## src/hdl/rtc_pkg.sv

```systemverilog
// Notes on behaviour
// - enable starts prescaler on oscillator edges
// - prescaler hidden; clear bit zeroes it
// - select bit picks prescaler input oscillator
// - tap select divides by two^(sel+1)
// - count up to top, then wrap zero
// - wrap from top sets wrap flag
// - top plus one ticks per period
// - count readable; write loads new count
// - synchronised count readout lags count by one cycle
// - mask set, cleared and readable
// - interrupt when mask and flag set
// - status clear drops flag and interrupt
// - interrupt wake except deepest stop, static
// - wake enable plus flag gives direct wake
// - direct wake except static; independent of mask
// - busy while crossing; writes then discarded
// - debug halt freezes prescaler unless kept running
// - runs except static; no interrupt deepest stop
// - prescaler clear reads zero; zero ignored
// - select one crystal, zero RC oscillator
`default_nettype none
package rtc_pkg;

   localparam int CNT_W  = 32;
   localparam int PRE_W  = 16;
   localparam int PSEL_W = 4;

   localparam logic [CNT_W-1:0]  TOP_RESET  = 32'hffffffff;
   localparam logic [CNT_W-1:0]  CNT_RESET  = 32'h00000000;
   localparam logic [PSEL_W-1:0] PSEL_RESET = 4'h0;
   localparam logic [PRE_W-1:0]  PRE_RESET  = 16'h0000;
   localparam logic [PRE_W-1:0]  PRE_ONE    = 16'h0001;

   // write crossing handshake, gray along idle -> wait -> ack
   typedef enum logic [1:0] {
      RTC_HS_IDLE = 2'h0,
      RTC_HS_WAIT = 2'h1,
      RTC_HS_ACK  = 2'h3
   } rtc_hs_t;

   // ones on all prescaler bits below the selected tap
   function automatic logic [PRE_W-1:0] rtc_tap_mask(
      input logic [PSEL_W-1:0] sel);
      rtc_tap_mask = (PRE_ONE << sel) - PRE_ONE;
   endfunction : rtc_tap_mask

endpackage : rtc_pkg

`default_nettype wire

```

## src/hdl/rtc_core.sv

```systemverilog
`timescale 1ns/1ns
`default_nettype none

module rtc_core
   import rtc_pkg::*;
(
   input  wire logic              CLK_SYS,
   input  wire logic              RESET,
   input  wire logic              RC_OSC_CLK,
   input  wire logic              XTAL_OSC_CLK,
   input  wire logic              SLEEP_STATIC,
   input  wire logic              SLEEP_DEEPEST_STOP,
   input  wire logic              DEBUG_HALT,
   input  wire logic              ON_CHIP_DEBUG_RUN,
   input  wire logic              CTRL_WRITE,
   input  wire logic              CTRL_ENABLE,
   input  wire logic              CTRL_PRESCALER_CLEAR,
   input  wire logic              CTRL_DIRECT_WAKE_ENABLE,
   input  wire logic              CTRL_CRYSTAL_OSC_SELECT,
   input  wire logic [PSEL_W-1:0] CTRL_PSEL,
   input  wire logic              TOP_WRITE,
   input  wire logic [CNT_W-1:0]  TOP_WDATA,
   input  wire logic              COUNT_WRITE,
   input  wire logic [CNT_W-1:0]  COUNT_WDATA,
   input  wire logic              IRQ_ENABLE_SET,
   input  wire logic              IRQ_ENABLE_CLEAR,
   input  wire logic              IRQ_STATUS_CLEAR,
   output logic                   ENABLE_VIEW,
   output logic                   PRESCALER_CLEAR_VIEW,
   output logic                   DIRECT_WAKE_ENABLE_VIEW,
   output logic                   CRYSTAL_OSC_SELECT_VIEW,
   output logic [PSEL_W-1:0]      PSEL_VIEW,
   output logic                   BUSY,
   output logic [CNT_W-1:0]       TOP_VIEW,
   output logic [CNT_W-1:0]       COUNT_VALUE,
   output logic                   IRQ_MASK_VIEW,
   output logic                   IRQ_STATUS_VIEW,
   output logic                   IRQ_REQUEST,
   output logic                   IRQ_WAKE,
   output logic                   DIRECT_WAKE
);

   typedef struct packed {
      // live control
      logic              enable;
      logic              wake_en;
      logic              osc_sel;
      logic [PSEL_W-1:0] psel;
      logic [CNT_W-1:0]  top;
      logic [CNT_W-1:0]  cnt;
      // staged writes
      rtc_hs_t           hs;
      logic              busy;
      logic              pend_ctrl;
      logic              pend_top;
      logic              pend_cnt;
      logic              st_enable;
      logic              st_prescaler_clear;
      logic              st_wake_en;
      logic              st_osc_sel;
      logic [PSEL_W-1:0] st_psel;
      logic [CNT_W-1:0]  st_top;
      logic [CNT_W-1:0]  st_cnt;
      // status and outputs
      logic              flag;
      logic              mask;
      logic              wake;
      logic [CNT_W-1:0]  cnt_view;
      logic              irq;
      logic              irq_wake;
      logic              dwake;
   } rtc_core_state_t;

   rtc_core_state_t s_q;
   rtc_core_state_t s_d;

   logic rc_rise;
   logic xt_rise;
   logic pre_tick;
   logic osc_edge;
   logic apply;
   logic pre_clear;
   logic pre_run;
   logic any_write;
   logic wrap;
   logic pending;

   // -------------------------------------------------
   // oscillator pins into the system clock
   // -------------------------------------------------
   rtc_sync u_rc_sync (
      .clk  (CLK_SYS),
      .rst  (RESET),
      .pin  (RC_OSC_CLK),
      .rise (rc_rise)
   );

   rtc_sync u_xt_sync (
      .clk  (CLK_SYS),
      .rst  (RESET),
      .pin  (XTAL_OSC_CLK),
      .rise (xt_rise)
   );

   // -------------------------------------------------
   // prescaler feed
   // -------------------------------------------------
   always_comb begin
      osc_edge  = s_q.osc_sel ? xt_rise : rc_rise;
      // staged update lands on an edge of the counter clock
      apply     = (s_q.hs == RTC_HS_WAIT) & osc_edge;
      pre_clear = apply & s_q.pend_ctrl & s_q.st_prescaler_clear;
      pre_run   = s_q.enable & osc_edge & ~SLEEP_STATIC
                & ~(DEBUG_HALT & ~ON_CHIP_DEBUG_RUN);
   end

   rtc_presc u_presc (
      .clk   (CLK_SYS),
      .rst   (RESET),
      .clear (pre_clear),
      .inc   (pre_run),
      .psel  (s_q.psel),
      .tick  (pre_tick)
   );

   // -------------------------------------------------
   // next state
   // -------------------------------------------------
   always_comb begin
      s_d       = s_q;
      any_write = CTRL_WRITE | TOP_WRITE | COUNT_WRITE;
      wrap      = 1'b0;
      pending   = 1'b0;

      // write crossing handshake
      case (s_q.hs)
         RTC_HS_IDLE: begin
            // writes only taken while not busy
            if (any_write) begin
               s_d.hs        = RTC_HS_WAIT;
               s_d.pend_ctrl = CTRL_WRITE;
               s_d.pend_top  = TOP_WRITE;
               s_d.pend_cnt  = COUNT_WRITE;
               if (CTRL_WRITE) begin
                  s_d.st_enable  = CTRL_ENABLE;
                  s_d.st_prescaler_clear    = CTRL_PRESCALER_CLEAR;
                  s_d.st_wake_en = CTRL_DIRECT_WAKE_ENABLE;
                  s_d.st_osc_sel = CTRL_CRYSTAL_OSC_SELECT;
                  s_d.st_psel    = CTRL_PSEL;
               end
               if (TOP_WRITE) begin
                  s_d.st_top = TOP_WDATA;
               end
               if (COUNT_WRITE) begin
                  s_d.st_cnt = COUNT_WDATA;
               end
            end
         end
         RTC_HS_WAIT: begin
            if (apply) begin
               s_d.hs = RTC_HS_ACK;
            end
         end
         RTC_HS_ACK: begin
            s_d.hs = RTC_HS_IDLE;
         end
         default: begin
            s_d.hs = RTC_HS_IDLE;
         end
      endcase

      // counter
      if (pre_tick) begin
         if (s_q.cnt == s_q.top) begin
            s_d.cnt = CNT_RESET;
            wrap    = 1'b1;
         end else begin
            s_d.cnt = s_q.cnt + 32'h00000001;
         end
      end

      // staged values take effect
      if (apply) begin
         if (s_q.pend_ctrl) begin
            s_d.enable  = s_q.st_enable;
            s_d.wake_en = s_q.st_wake_en;
            s_d.osc_sel = s_q.st_osc_sel;
            s_d.psel    = s_q.st_psel;
         end
         if (s_q.pend_top) begin
            s_d.top = s_q.st_top;
         end
         if (s_q.pend_cnt) begin
            s_d.cnt = s_q.st_cnt;
         end
      end

      pending  = s_d.hs != RTC_HS_IDLE;
      s_d.busy = pending;

      // wrap flag, a new wrap beats a clear
      s_d.flag = wrap | (s_q.flag & ~IRQ_STATUS_CLEAR);
      s_d.mask = IRQ_ENABLE_SET
               | (s_q.mask & ~IRQ_ENABLE_CLEAR);

      // direct wake held until wake enable goes low
      s_d.wake = (wrap & s_q.wake_en)
               | (s_q.wake & s_d.wake_en);

      // bus-side copy of the count
      s_d.cnt_view = s_q.cnt;

      s_d.irq      = s_d.mask & s_d.flag
                   & ~SLEEP_DEEPEST_STOP;
      s_d.irq_wake = s_d.irq & ~SLEEP_STATIC;
      s_d.dwake    = s_d.wake & ~SLEEP_STATIC;
   end

   // -------------------------------------------------
   // state register
   // -------------------------------------------------
   always_ff @(posedge CLK_SYS or posedge RESET) begin
      if (RESET) begin
         s_q      <= '0;
         s_q.hs   <= RTC_HS_IDLE;
         s_q.psel <= PSEL_RESET;
         s_q.top  <= TOP_RESET;
         s_q.cnt  <= CNT_RESET;
      end else begin
         s_q <= s_d;
      end
   end

   // -------------------------------------------------
   // outputs
   // -------------------------------------------------
   assign ENABLE_VIEW             = s_q.enable;
   assign PRESCALER_CLEAR_VIEW    = 1'b0;
   assign DIRECT_WAKE_ENABLE_VIEW = s_q.wake_en;
   assign CRYSTAL_OSC_SELECT_VIEW = s_q.osc_sel;
   assign PSEL_VIEW               = s_q.psel;
   assign BUSY                    = s_q.busy;
   assign TOP_VIEW                = s_q.top;
   assign COUNT_VALUE             = s_q.cnt_view;
   assign IRQ_MASK_VIEW           = s_q.mask;
   assign IRQ_STATUS_VIEW         = s_q.flag;
   assign IRQ_REQUEST             = s_q.irq;
   assign IRQ_WAKE                = s_q.irq_wake;
   assign DIRECT_WAKE             = s_q.dwake;

endmodule : rtc_core

`default_nettype wire

```

## src/hdl/rtc_sync.sv

```systemverilog
`timescale 1ns/1ns
`default_nettype none

module rtc_sync (
   input  wire logic clk,
   input  wire logic rst,
   input  wire logic pin,
   output logic      rise
);

   typedef struct packed {
      logic s1;
      logic s2;
      logic s3;
      logic rise;
   } rtc_sync_state_t;

   rtc_sync_state_t s_q;
   rtc_sync_state_t s_d;

   // -------------------------------------------------
   // two-flop synchroniser, edge seen after second flop
   // -------------------------------------------------
   always_comb begin
      s_d      = s_q;
      s_d.s1   = pin;
      s_d.s2   = s_q.s1;
      s_d.s3   = s_q.s2;
      s_d.rise = s_q.s2 & ~s_q.s3;
   end

   always_ff @(posedge clk or posedge rst) begin
      if (rst) begin
         s_q <= '0;
      end else begin
         s_q <= s_d;
      end
   end

   assign rise = s_q.rise;

endmodule : rtc_sync

`default_nettype wire

```

## src/hdl/rtc_presc.sv

```systemverilog
`timescale 1ns/1ns
`default_nettype none

module rtc_presc
   import rtc_pkg::*;
(
   input  wire logic              clk,
   input  wire logic              rst,
   input  wire logic              clear,
   input  wire logic              inc,
   input  wire logic [PSEL_W-1:0] psel,
   output logic                   tick
);

   typedef struct packed {
      logic [PRE_W-1:0] pre;
      logic             tick;
   } rtc_presc_state_t;

   rtc_presc_state_t s_q;
   rtc_presc_state_t s_d;
   logic [PRE_W-1:0] mask;

   // -------------------------------------------------
   // prescaler, tick when selected tap rises
   // -------------------------------------------------
   always_comb begin
      s_d      = s_q;
      mask     = rtc_tap_mask(psel);
      s_d.tick = 1'b0;
      if (clear) begin
         s_d.pre = PRE_RESET;
      end else if (inc) begin
         s_d.pre  = s_q.pre + PRE_ONE;
         // tap bit goes 0->1 every 2^(psel+1) edges
         s_d.tick = ~s_q.pre[psel] & ((s_q.pre & mask) == mask);
      end
   end

   always_ff @(posedge clk or posedge rst) begin
      if (rst) begin
         s_q <= '0;
      end else begin
         s_q <= s_d;
      end
   end

   assign tick = s_q.tick;

endmodule : rtc_presc

`default_nettype wire

```

## config.mk

```make
export PLATFORM = sky130hd
export DESIGN_NAME = rtc_core
export DESIGN_NICKNAME = d
export VERILOG_FILES = /design/src/hdl/rtc_pkg.sv /design/src/hdl/rtc_core.sv /design/src/hdl/rtc_sync.sv /design/src/hdl/rtc_presc.sv
export SDC_FILE = /design/constraint.sdc
export NUM_CORES = 1
export LEC_CHECK = 0
export BUFFER_PORTS_ARGS = -buffer_cell sky130_fd_sc_hd__buf_2
export CAP_MARGIN = 20
export CORE_MARGIN = 5
export CORE_UTILIZATION = 30
export CTS_CLUSTER_SIZE = 16
export DETAILED_ROUTE_END_ITERATION = 12
export GPL_ROUTABILITY_DRIVEN = 0
export PLACE_DENSITY = 0.45
export SYNTH_ARGS = -nofsm -noshare
export SYNTH_HDL_FRONTEND = slang
export SYNTH_SLANG_ARGS = --single-unit
```

## constraint.sdc

```tcl
create_clock -name CLK_SYS -period 7.2 [get_ports CLK_SYS]
set_input_delay 0 -clock CLK_SYS [delete_from_list [all_inputs] [get_ports CLK_SYS]]
set_output_delay 0 -clock CLK_SYS [all_outputs]
set_load 0.005 [all_outputs]
```

# Yosys cells after proc, flatten, opt, wreduce, memory -nomap -nowiden
# Cells that the tools add are included.
totals:
  out_inout_bits: 78
  mem_bits_rw: 0
  rom_bits: 0
  latchBits: 0
  memories: 0
  ff_bits: 212
classes:
  n_lt_le_gt_ge: 1
  bitwise: 33
  addsub: 3
  eq_ne: 3
  n_div: 0
  reduce_logical: 9
  mux: 17
  multipliers: 0
  shifts: 1
ops:
  columns: ["op", "n"]
  rows:
  - ["2-to-1 mux 32 bit", 4]
  - ["2-to-1 mux 70 bit", 1]
  - ["adder 32 x 1 -> 32 bit (second input constant)", 1]
  - ["== test 32 bit", 1]
  - ["AND 1 bit", 18]
  - ["2-to-1 mux 17 bit", 1]
  - ["adder 16 x 1 -> 16 bit (second input constant)", 1]
  - ["AND 16 bit", 1]
  - ["== test 16 bit", 1]
  - ["2-to-1 mux 16 bit", 1]
  - ["<< shifter 1 x 4 -> 16 bit (first input constant)", 1]
  - ["subtractor 16 x 1 -> 16 bit (second input constant)", 1]
  - ["inverter 1 bit", 9]
  - ["AND reduction 3 bit", 3]
  - ["2-to-1 mux 6 bit", 1]
  - ["AND reduction 2 bit", 3]
  - ["less-than comparator 4 x 5 -> 1 bit (second input constant)", 1]
  - ["2-to-1 mux 1 bit", 5]
  - ["bitwise OR 1 bit", 5]
  - ["binary-select mux 1 bit (select 4 bit)", 1]
  - ["2-to-1 mux 2 bit", 2]
  - ["case mux 2 bit (2 select lines)", 1]
  - ["nonzero test 2 bit", 2]
  - ["== test 2 x 1 -> 1 bit (second input constant)", 1]
  - ["zero test 2 bit", 1]

# Depth between registers and ports, before layout
# Gate-level depths: netlist (run 1).
logic_depth:
  ltp_word: 8
  ltp_mapped: 10

# Modules after synthesis
# Synthesis (run 1) repeated with hierarchy kept, for this count alone.
unflattened:
  cells_unflattened: 879
  hier_area_um2: 9869.5
modules_own_cells:
  columns: ["module", "seq_area_each_um2", "cells_per_inst", "n_inst", "area_per_inst_um2"]
  rows:
  - ["rtc_core", 4719.5, 713, 1, 8275.4]
  - ["rtc_presc", 425.4, 154, 1, 1358.8]
  - ["rtc_sync", 100.1, 6, 2, 117.6]

# Least setup slack after synthesis (run 1)
# No wires, ideal clock.
synth_timing:
  path_kind: "register to register"
  from: "register PSEL_VIEW[0] (netlist name)"
  to: "register u_presc.s_q (netlist bit u_presc.tick)"
  stages_incl_launch_ff: 10
  synth_period_minus_slack_ps: 2685
  slack_ps: 4515
  setup_time_ps: 96
  arrival_ps: 2589
  cell_sequence: "dfrtp_1 buf_2 buf_1 nand2_1 ha_1 or4b_2 o22ai_1 or4b_1 or4_1 nor4_2"
synth_lines:
  columns: ["item", "line_no", "rtl"]
  rows:
  - ["end signal, assigned", "rtc_presc.sv:42", "s_q <= '0;"]
  - ["end signal, assigned", "rtc_presc.sv:44", "s_q <= s_d;"]
  - ["end, declared", "rtc_presc.sv:20", "rtc_presc_state_t s_q;"]

==> results of run 1 <==
final timing paths:
kind	to	cells after the start	from
min in group asynchronous	s_q[41]$_DFFE_PP0P_	3	RESET
max in group asynchronous	TOP_VIEW[27]$_DFFE_PP1P_	5	RESET
min	s_q[112]$_DFFE_PP0P_	3	CTRL_WRITE
max	u_presc.tick$_DFF_PP0_	8	PSEL_VIEW[1]$_DFFE_PP0P_
max reg2reg	u_presc.tick$_DFF_PP0_	8	PSEL_VIEW[1]$_DFFE_PP0P_
min reg2reg	u_rc_sync.s_d[1]$_DFF_PP0_	0	u_rc_sync.s_d[2]$_DFF_PP0_
kinds of logic (layout without fill, tap and decap cells):
logic type	count (synthesis)	after routing	share of synthesized area
compound gates	81	81	0.0573
xor+xnor	72	72	0.0648
fa+ha+maj	3	3	0.00386
buf+inv	125	317	0.0777
flops	212	212	0.549
mux	86	86	0.104
other cells	1	1	0.000385
simple gates	288	288	0.143
Yosys cell counts (4+ instances only):
cell type	count
a211oi_1	5
a21oi_1	13
a31oi_1	5
and2_1	5
and3_1	4
and4_1	6
buf_1	8
buf_2	7
buf_4	70
clkbuf_1	22
dfrtp_1	180
dfstp_2	32
inv_1	15
mux2_2	79
mux4_2	4
nand2_1	151
nand3_1	15
nand4_1	17
nor2_1	32
nor2b_1	5
nor3_1	8
nor4_1	22
o21ai_0	10
o31ai_1	26
xnor2_1	16
xor2_1	56
cell usage in the layout, fill, tap and decap left out, types with 22 or more instances in the layout:
master / count
dfrtp_1: 180
buf_2: 162
nand2_1: 151
dlygate4sd3_1: 84
mux2_2: 79
xor2_1: 56
dfstp_2: 32
nor2_1: 32
clkbuf_16: 27
o31ai_1: 26
nor4_1: 22
state kept, by name (all words and copies together), names as in the netlist, 2 cells and up:
signal and count:
PSEL_VIEW 4, u_xt_sync.s_d 2, COUNT_VALUE 32, u_presc.s_q 16, s_q 78, u_rc_sync.s_d 2, s_d 32, TOP_VIEW 32
what timing repair did:
item / in CTS / in global routing
endpoints found under the setup margin: 0 / 0
hold buffers: 84 / 0
buffers inserted: 0 / 0
endpoints found under the hold margin: 152 / 0
worst max-delay path, delay by kind of cell, from the launching register on:
kind            cells  cell delay (ns)
simple gates        6             1.90
fa+ha+maj           1             0.38
compound gates      1             0.07
flops               1             0.63
routing by layer:
layer  GRT usage  vias to the layer above
met1       0.202                     3307
met3      0.0239                       24
met4      0.0298                        0
met2       0.236                      135
met5           0                        -
li1            -                     3271
final cells by class:
type / count / area share
Clock buffer: 37 / 0.0607
Clock inverter: 11 / 0.0132
Inverter: 15 / 0.00521
Multi-Input combinational cell: 531 / 0.297
Sequential cell: 212 / 0.437
Tap cell: 442 / 0.0452
Timing Repair Buffer: 254 / 0.141
power by group through the flow:
stage	registers, mW	clock network, mW	logic (mW)
after CTS	2.24	1.42	1.25
after global placement	2.26	0	1.19
after floorplan	2.00	0	1.13
after detailed placement	2.26	0	1.20
after global routing	2.32	1.47	1.37
final	2.23	1.38	1.22
==> flow_summary.yaml, run 1 <==
logic_synthesis:
  synth.cell_area_um2: 9740
  synth_ff_type: "dfrtp_1"
  yosys.area.top_type: "dfrtp_1"
  synthCells: 868
  yosys_register_bits: 212
  synth_async_sr_flop_share: 1.00
  synth.distinct_cells: 58
  postSynthAreaPerCell_um2: 11.2
  ys_warn_count: 0
  ys_seq_area_frac: 0.549
  synth_fp_nets: 957
  synth_edf_count: 0
  synthTopCellsByArea: "dfrtp_1 46%, mux2_2 9.1%, dfstp_2 8.6%, nand2_1 5.8%, buf_4 5.4%"
  synthDominantCellAreaShare: 0.463
placement:
  dp_worst_setup_slack_ns: 4.11
  placement.io_buffers: 162
  placed_area_um2: 10500
  placed_cells: 1369
  dp.final_hpwl_mm: 18.0
pwr:
  intPower_mw: 3.24
  sequentialPowerShare: 0.462
  switching_power_mw: 1.58
  comb_power_share: 0.252
  ir_drop_mv: 0.193
  p_sw_frac: 0.328
  power_density_nw_per_um2: 394
  power.leakage_nw: 5.51
  power.total_mw: 4.82
  clkPwrFrac: 0.285
global_routing:
  grt_max_degree: 92
  grt_overflow: 0
  grt_pass1_wl_mm: 41.1
  antenna_found_initial: 1
  grt_pass1_vias: 7075
  track_usage: 0.144
clock_network:
  clk_pin_slew_ns: 0.06
  clockRootBuffer: "clkbuf_16"
  tritoncts: "yes"
  cts_buffer_depth: 3
  cts_sinks: 212
  clock_latency_ns: 0.52
  cts_made_buffers: 26
  ctsResizeCount: 0
  h-tree-depth: 1
die:
  start_util: 0.302
  die_area_um2: 36200
  fp-row-count: 66
  dieHeight_um: 190
  design.portCount: 164
  core-area_um2: 32300
  fp.dieW_um: 190
critical_path:
  path_class: "reg2reg"
  crit_path_max_fanout: 23
  end_kind: "register"
  critPathLaunchType: "register"
  r2r_slack_ns: 4.12
  cp_slowest_cell: "dfrtp_1"
  slowest_delay_ns: 0.63
  worstPathRequired_ns: 7.62
  path_cells: "nor3_2 -> nand2_1 -> ha_1 -> or4b_2 -> o22ai_1 -> or4b_1 -> or4_1 -> nor4_2"
  cp.arrival_ns: 3.50
sta:
  finalSetupViolCount: 0
  period_share: 0.428
  worst_slack_ns: 4.12
  finClkSkew_ns: 0.0116
  hold_ws_ns: 0.0447
  final.min_clock_period_ns: 3.08
  rsz0062_at_grt: "no"
  max_freq_mhz: 325
  slew_headroom: 0.302
  worst_pin_slew_ns: 1.04
  maxSlewViolCount: 0
  fin_setup_tns_ns: 0
  final_hold_viol_count: 0
route:
  viasPerCell: 4.49
  met1Wirelength_mm: 12.4
  top_layer_used: "met4"
  wl_per_cell_um: 17.4
  detail-route-antenna-nets: 0
  vias: 6737
  finalWirelength_mm: 26.1
  drt_iter0_drc: 234
  met2WireLength_mm: 12.1
  remaining_drc_errors: 0
  firstDrtPassIters: 4
  wl_met3_mm: 1.20
final_layout:
  area_growth_pct: 25.7
  fill_cells: 3241
  antennaDiodeCount: 0
  drive_above_1_share: 0.321
  nets: 1129
  post-route-util: 0.379
  seq_area_um2: 5350
  multi_input_area_um2: 3640
  final_cells: 1502
  stdcell_area_um2: 12200
status:
  status: "complete, no violations"
min_path:
  hold_class: "in2reg"
flow_run:
  max_cap_violations: 0
Note: power is estimated with default switching activity, not from simulation.
==> inputs of run 2 (changes only) <==
- PLACE_DENSITY: 0.45 -> 0.47
- clock period: 7.2 -> 2.8 ns (I/O delays scaled with it)
==> flow_summary.yaml, run 2 (synthesized netlist as in run 1, its figures left out) <==
status:
  status: "complete, no violations"
route:
  firstDrtPassIters: 4
  drt_iter0_drc: 339
  detail-route-antenna-nets: 0
  viasPerCell: 4.52
  remaining_drc_errors: 0
  wl_per_cell_um: 17.3
  vias: 6888
  finalWirelength_mm: 26.4
final_layout:
  final_common_cell: "dfrtp_1"
  area_growth_pct: 26.8
  final_cells: 1523
  drive_above_1_share: 0.332
  mostFrequentLayoutCells: "180 x dfrtp_1, 162 x buf_2, 151 x nand2_1"
  largest_register_ffs: 78
  stdcell_area_um2: 12300
  regMostFlops: "s_q"
  post-route-util: 0.382
  nets: 1152
  antennaDiodeCount: 0
clock_network:
  h-tree-depth: 1
  cts_buffer_depth: 3
  clk_pin_slew_ns: 0.06
  clockRootBuffer: "clkbuf_16"
  cts_made_buffers: 25
  tritoncts: "yes"
  cts_sinks: 212
  clock_latency_ns: 0.53
die:
  fp.dieW_um: 190
  fp-row-count: 66
  dieHeight_um: 190
  core-area_um2: 32300
  design.portCount: 164
  die_area_um2: 36200
  start_util: 0.302
global_routing:
  grt_pass1_wl_mm: 41.4
  grt_overflow: 0
  grt_max_degree: 63
  grt_pass1_vias: 7021
  antenna_found_initial: 0
  track_usage: 0.144
critical_path:
  worstPathRequired_ns: 3.22
  worstRegToRegCells: 8
  critPathLaunchType: "register"
  path_class: "reg2reg"
  cp.arrival_ns: 3.00
  end_kind: "register"
  crit_path_max_fanout: 3
sta:
  final_hold_viol_count: 0
  hold_ws_ns: 0.0444
  rsz0062_at_grt: "no"
  finalSetupViolCount: 0
  maxSlewViolCount: 0
  final.min_clock_period_ns: 2.58
  finClkSkew_ns: 0.0134
  max_freq_mhz: 388
  period_share: 0.921
  worst_pin_slew_ns: 0.798
  slew_headroom: 0.467
  worst_slack_ns: 0.222
  fin_setup_tns_ns: 0
min_path:
  whs_path_depth: 5
  hold_class: "in2reg"
placement:
  placed_cells: 1395
  placed_area_um2: 10700
  dp.final_hpwl_mm: 18.7
  placement.io_buffers: 162
  dp_worst_setup_slack_ns: 0.224
pwr:
  power.leakage_nw: 5.58
  power.total_mw: 12.2
  ir_drop_mv: 0.427
  power_density_nw_per_um2: 991
flow_run:
  max_cap_violations: 0
[run 2: cell count changes in the layout (fill, tap and decap cells not counted)]
cell           before  now
inv_6               0    1
buf_16              1    0
buf_12              0    5
clkbuf_8            3    6
clkinv_4            1    0
clkbuf_16          27   25
clkbuf_1            7   10
clkinv_2            5    2
inv_8               1    0
dlygate4sd3_1      84   83
bufinv_16           4    1
buf_4               7   28
[run 2: path summary, 6_finish.rpt]
kind,start,endpoint,slack [ns]
worst max-delay path,PSEL_VIEW[3]$_DFFE_PP0P_,u_presc.tick$_DFF_PP0_,0.22
worst min-delay path,ON_CHIP_DEBUG_RUN,u_presc.s_q[1]$_DFFE_PP0P_,0.04
worst max register to register,PSEL_VIEW[3]$_DFFE_PP0P_,u_presc.tick$_DFF_PP0_,0.22
worst min register to register,u_xt_sync.s_d[2]$_DFF_PP0_,u_xt_sync.s_d[1]$_DFF_PP0_,0.35
max in group asynchronous,RESET,COUNT_VALUE[13]$_DFF_PP0_,1.30
min in group asynchronous,RESET,BUSY$_DFF_PP0_,0.60
[run 2: area by class of cell]
| class | count | area (um2) |
|---|---|---|
| Tap cell | 442 | 553 |
| Inverter | 15 | 60.1 |
| Multi-Input combinational cell | 531 | 3640 |
| Timing Repair Buffer | 278 | 1950 |
| Clock buffer | 41 | 746 |
| Clock inverter | 4 | 48.8 |
| Sequential cell | 212 | 5350 |
| Fill cell | 3231 | 19900 |
[run 2: critical path, cell delays in order, from the launching register on]
cell	delay, ns
dfrtp_1	0.39
nor3_2	0.23
nand2_1	0.09
ha_1	0.21
or4b_2	0.22
o22ai_1	0.07
or4b_1	0.52
or4_1	0.49
nor4_2	0.27
[run 2: power by group]
group | internal, mW | total (mW) | switching (mW) | leakage (nW)
combinational | 1.81 | 3.50 | 1.69 | 2.63
clock | 1.90 | 3.15 | 1.26 | 0.390
sequential | 4.44 | 5.58 | 1.13 | 2.56
[run 2: per-layer routing]
metal  global-route usage  wire [um]
met3               0.0224       1040
met5                    0          0
met2                0.229      12100
met4               0.0390        614
met1                0.206      12600
[run 2: repair_timing]
item	4_1_cts	5_1_grt
resized for setup	0	0
setup buffers	0	0
hold buffers	83	0
endpoints found under the hold margin	244	0
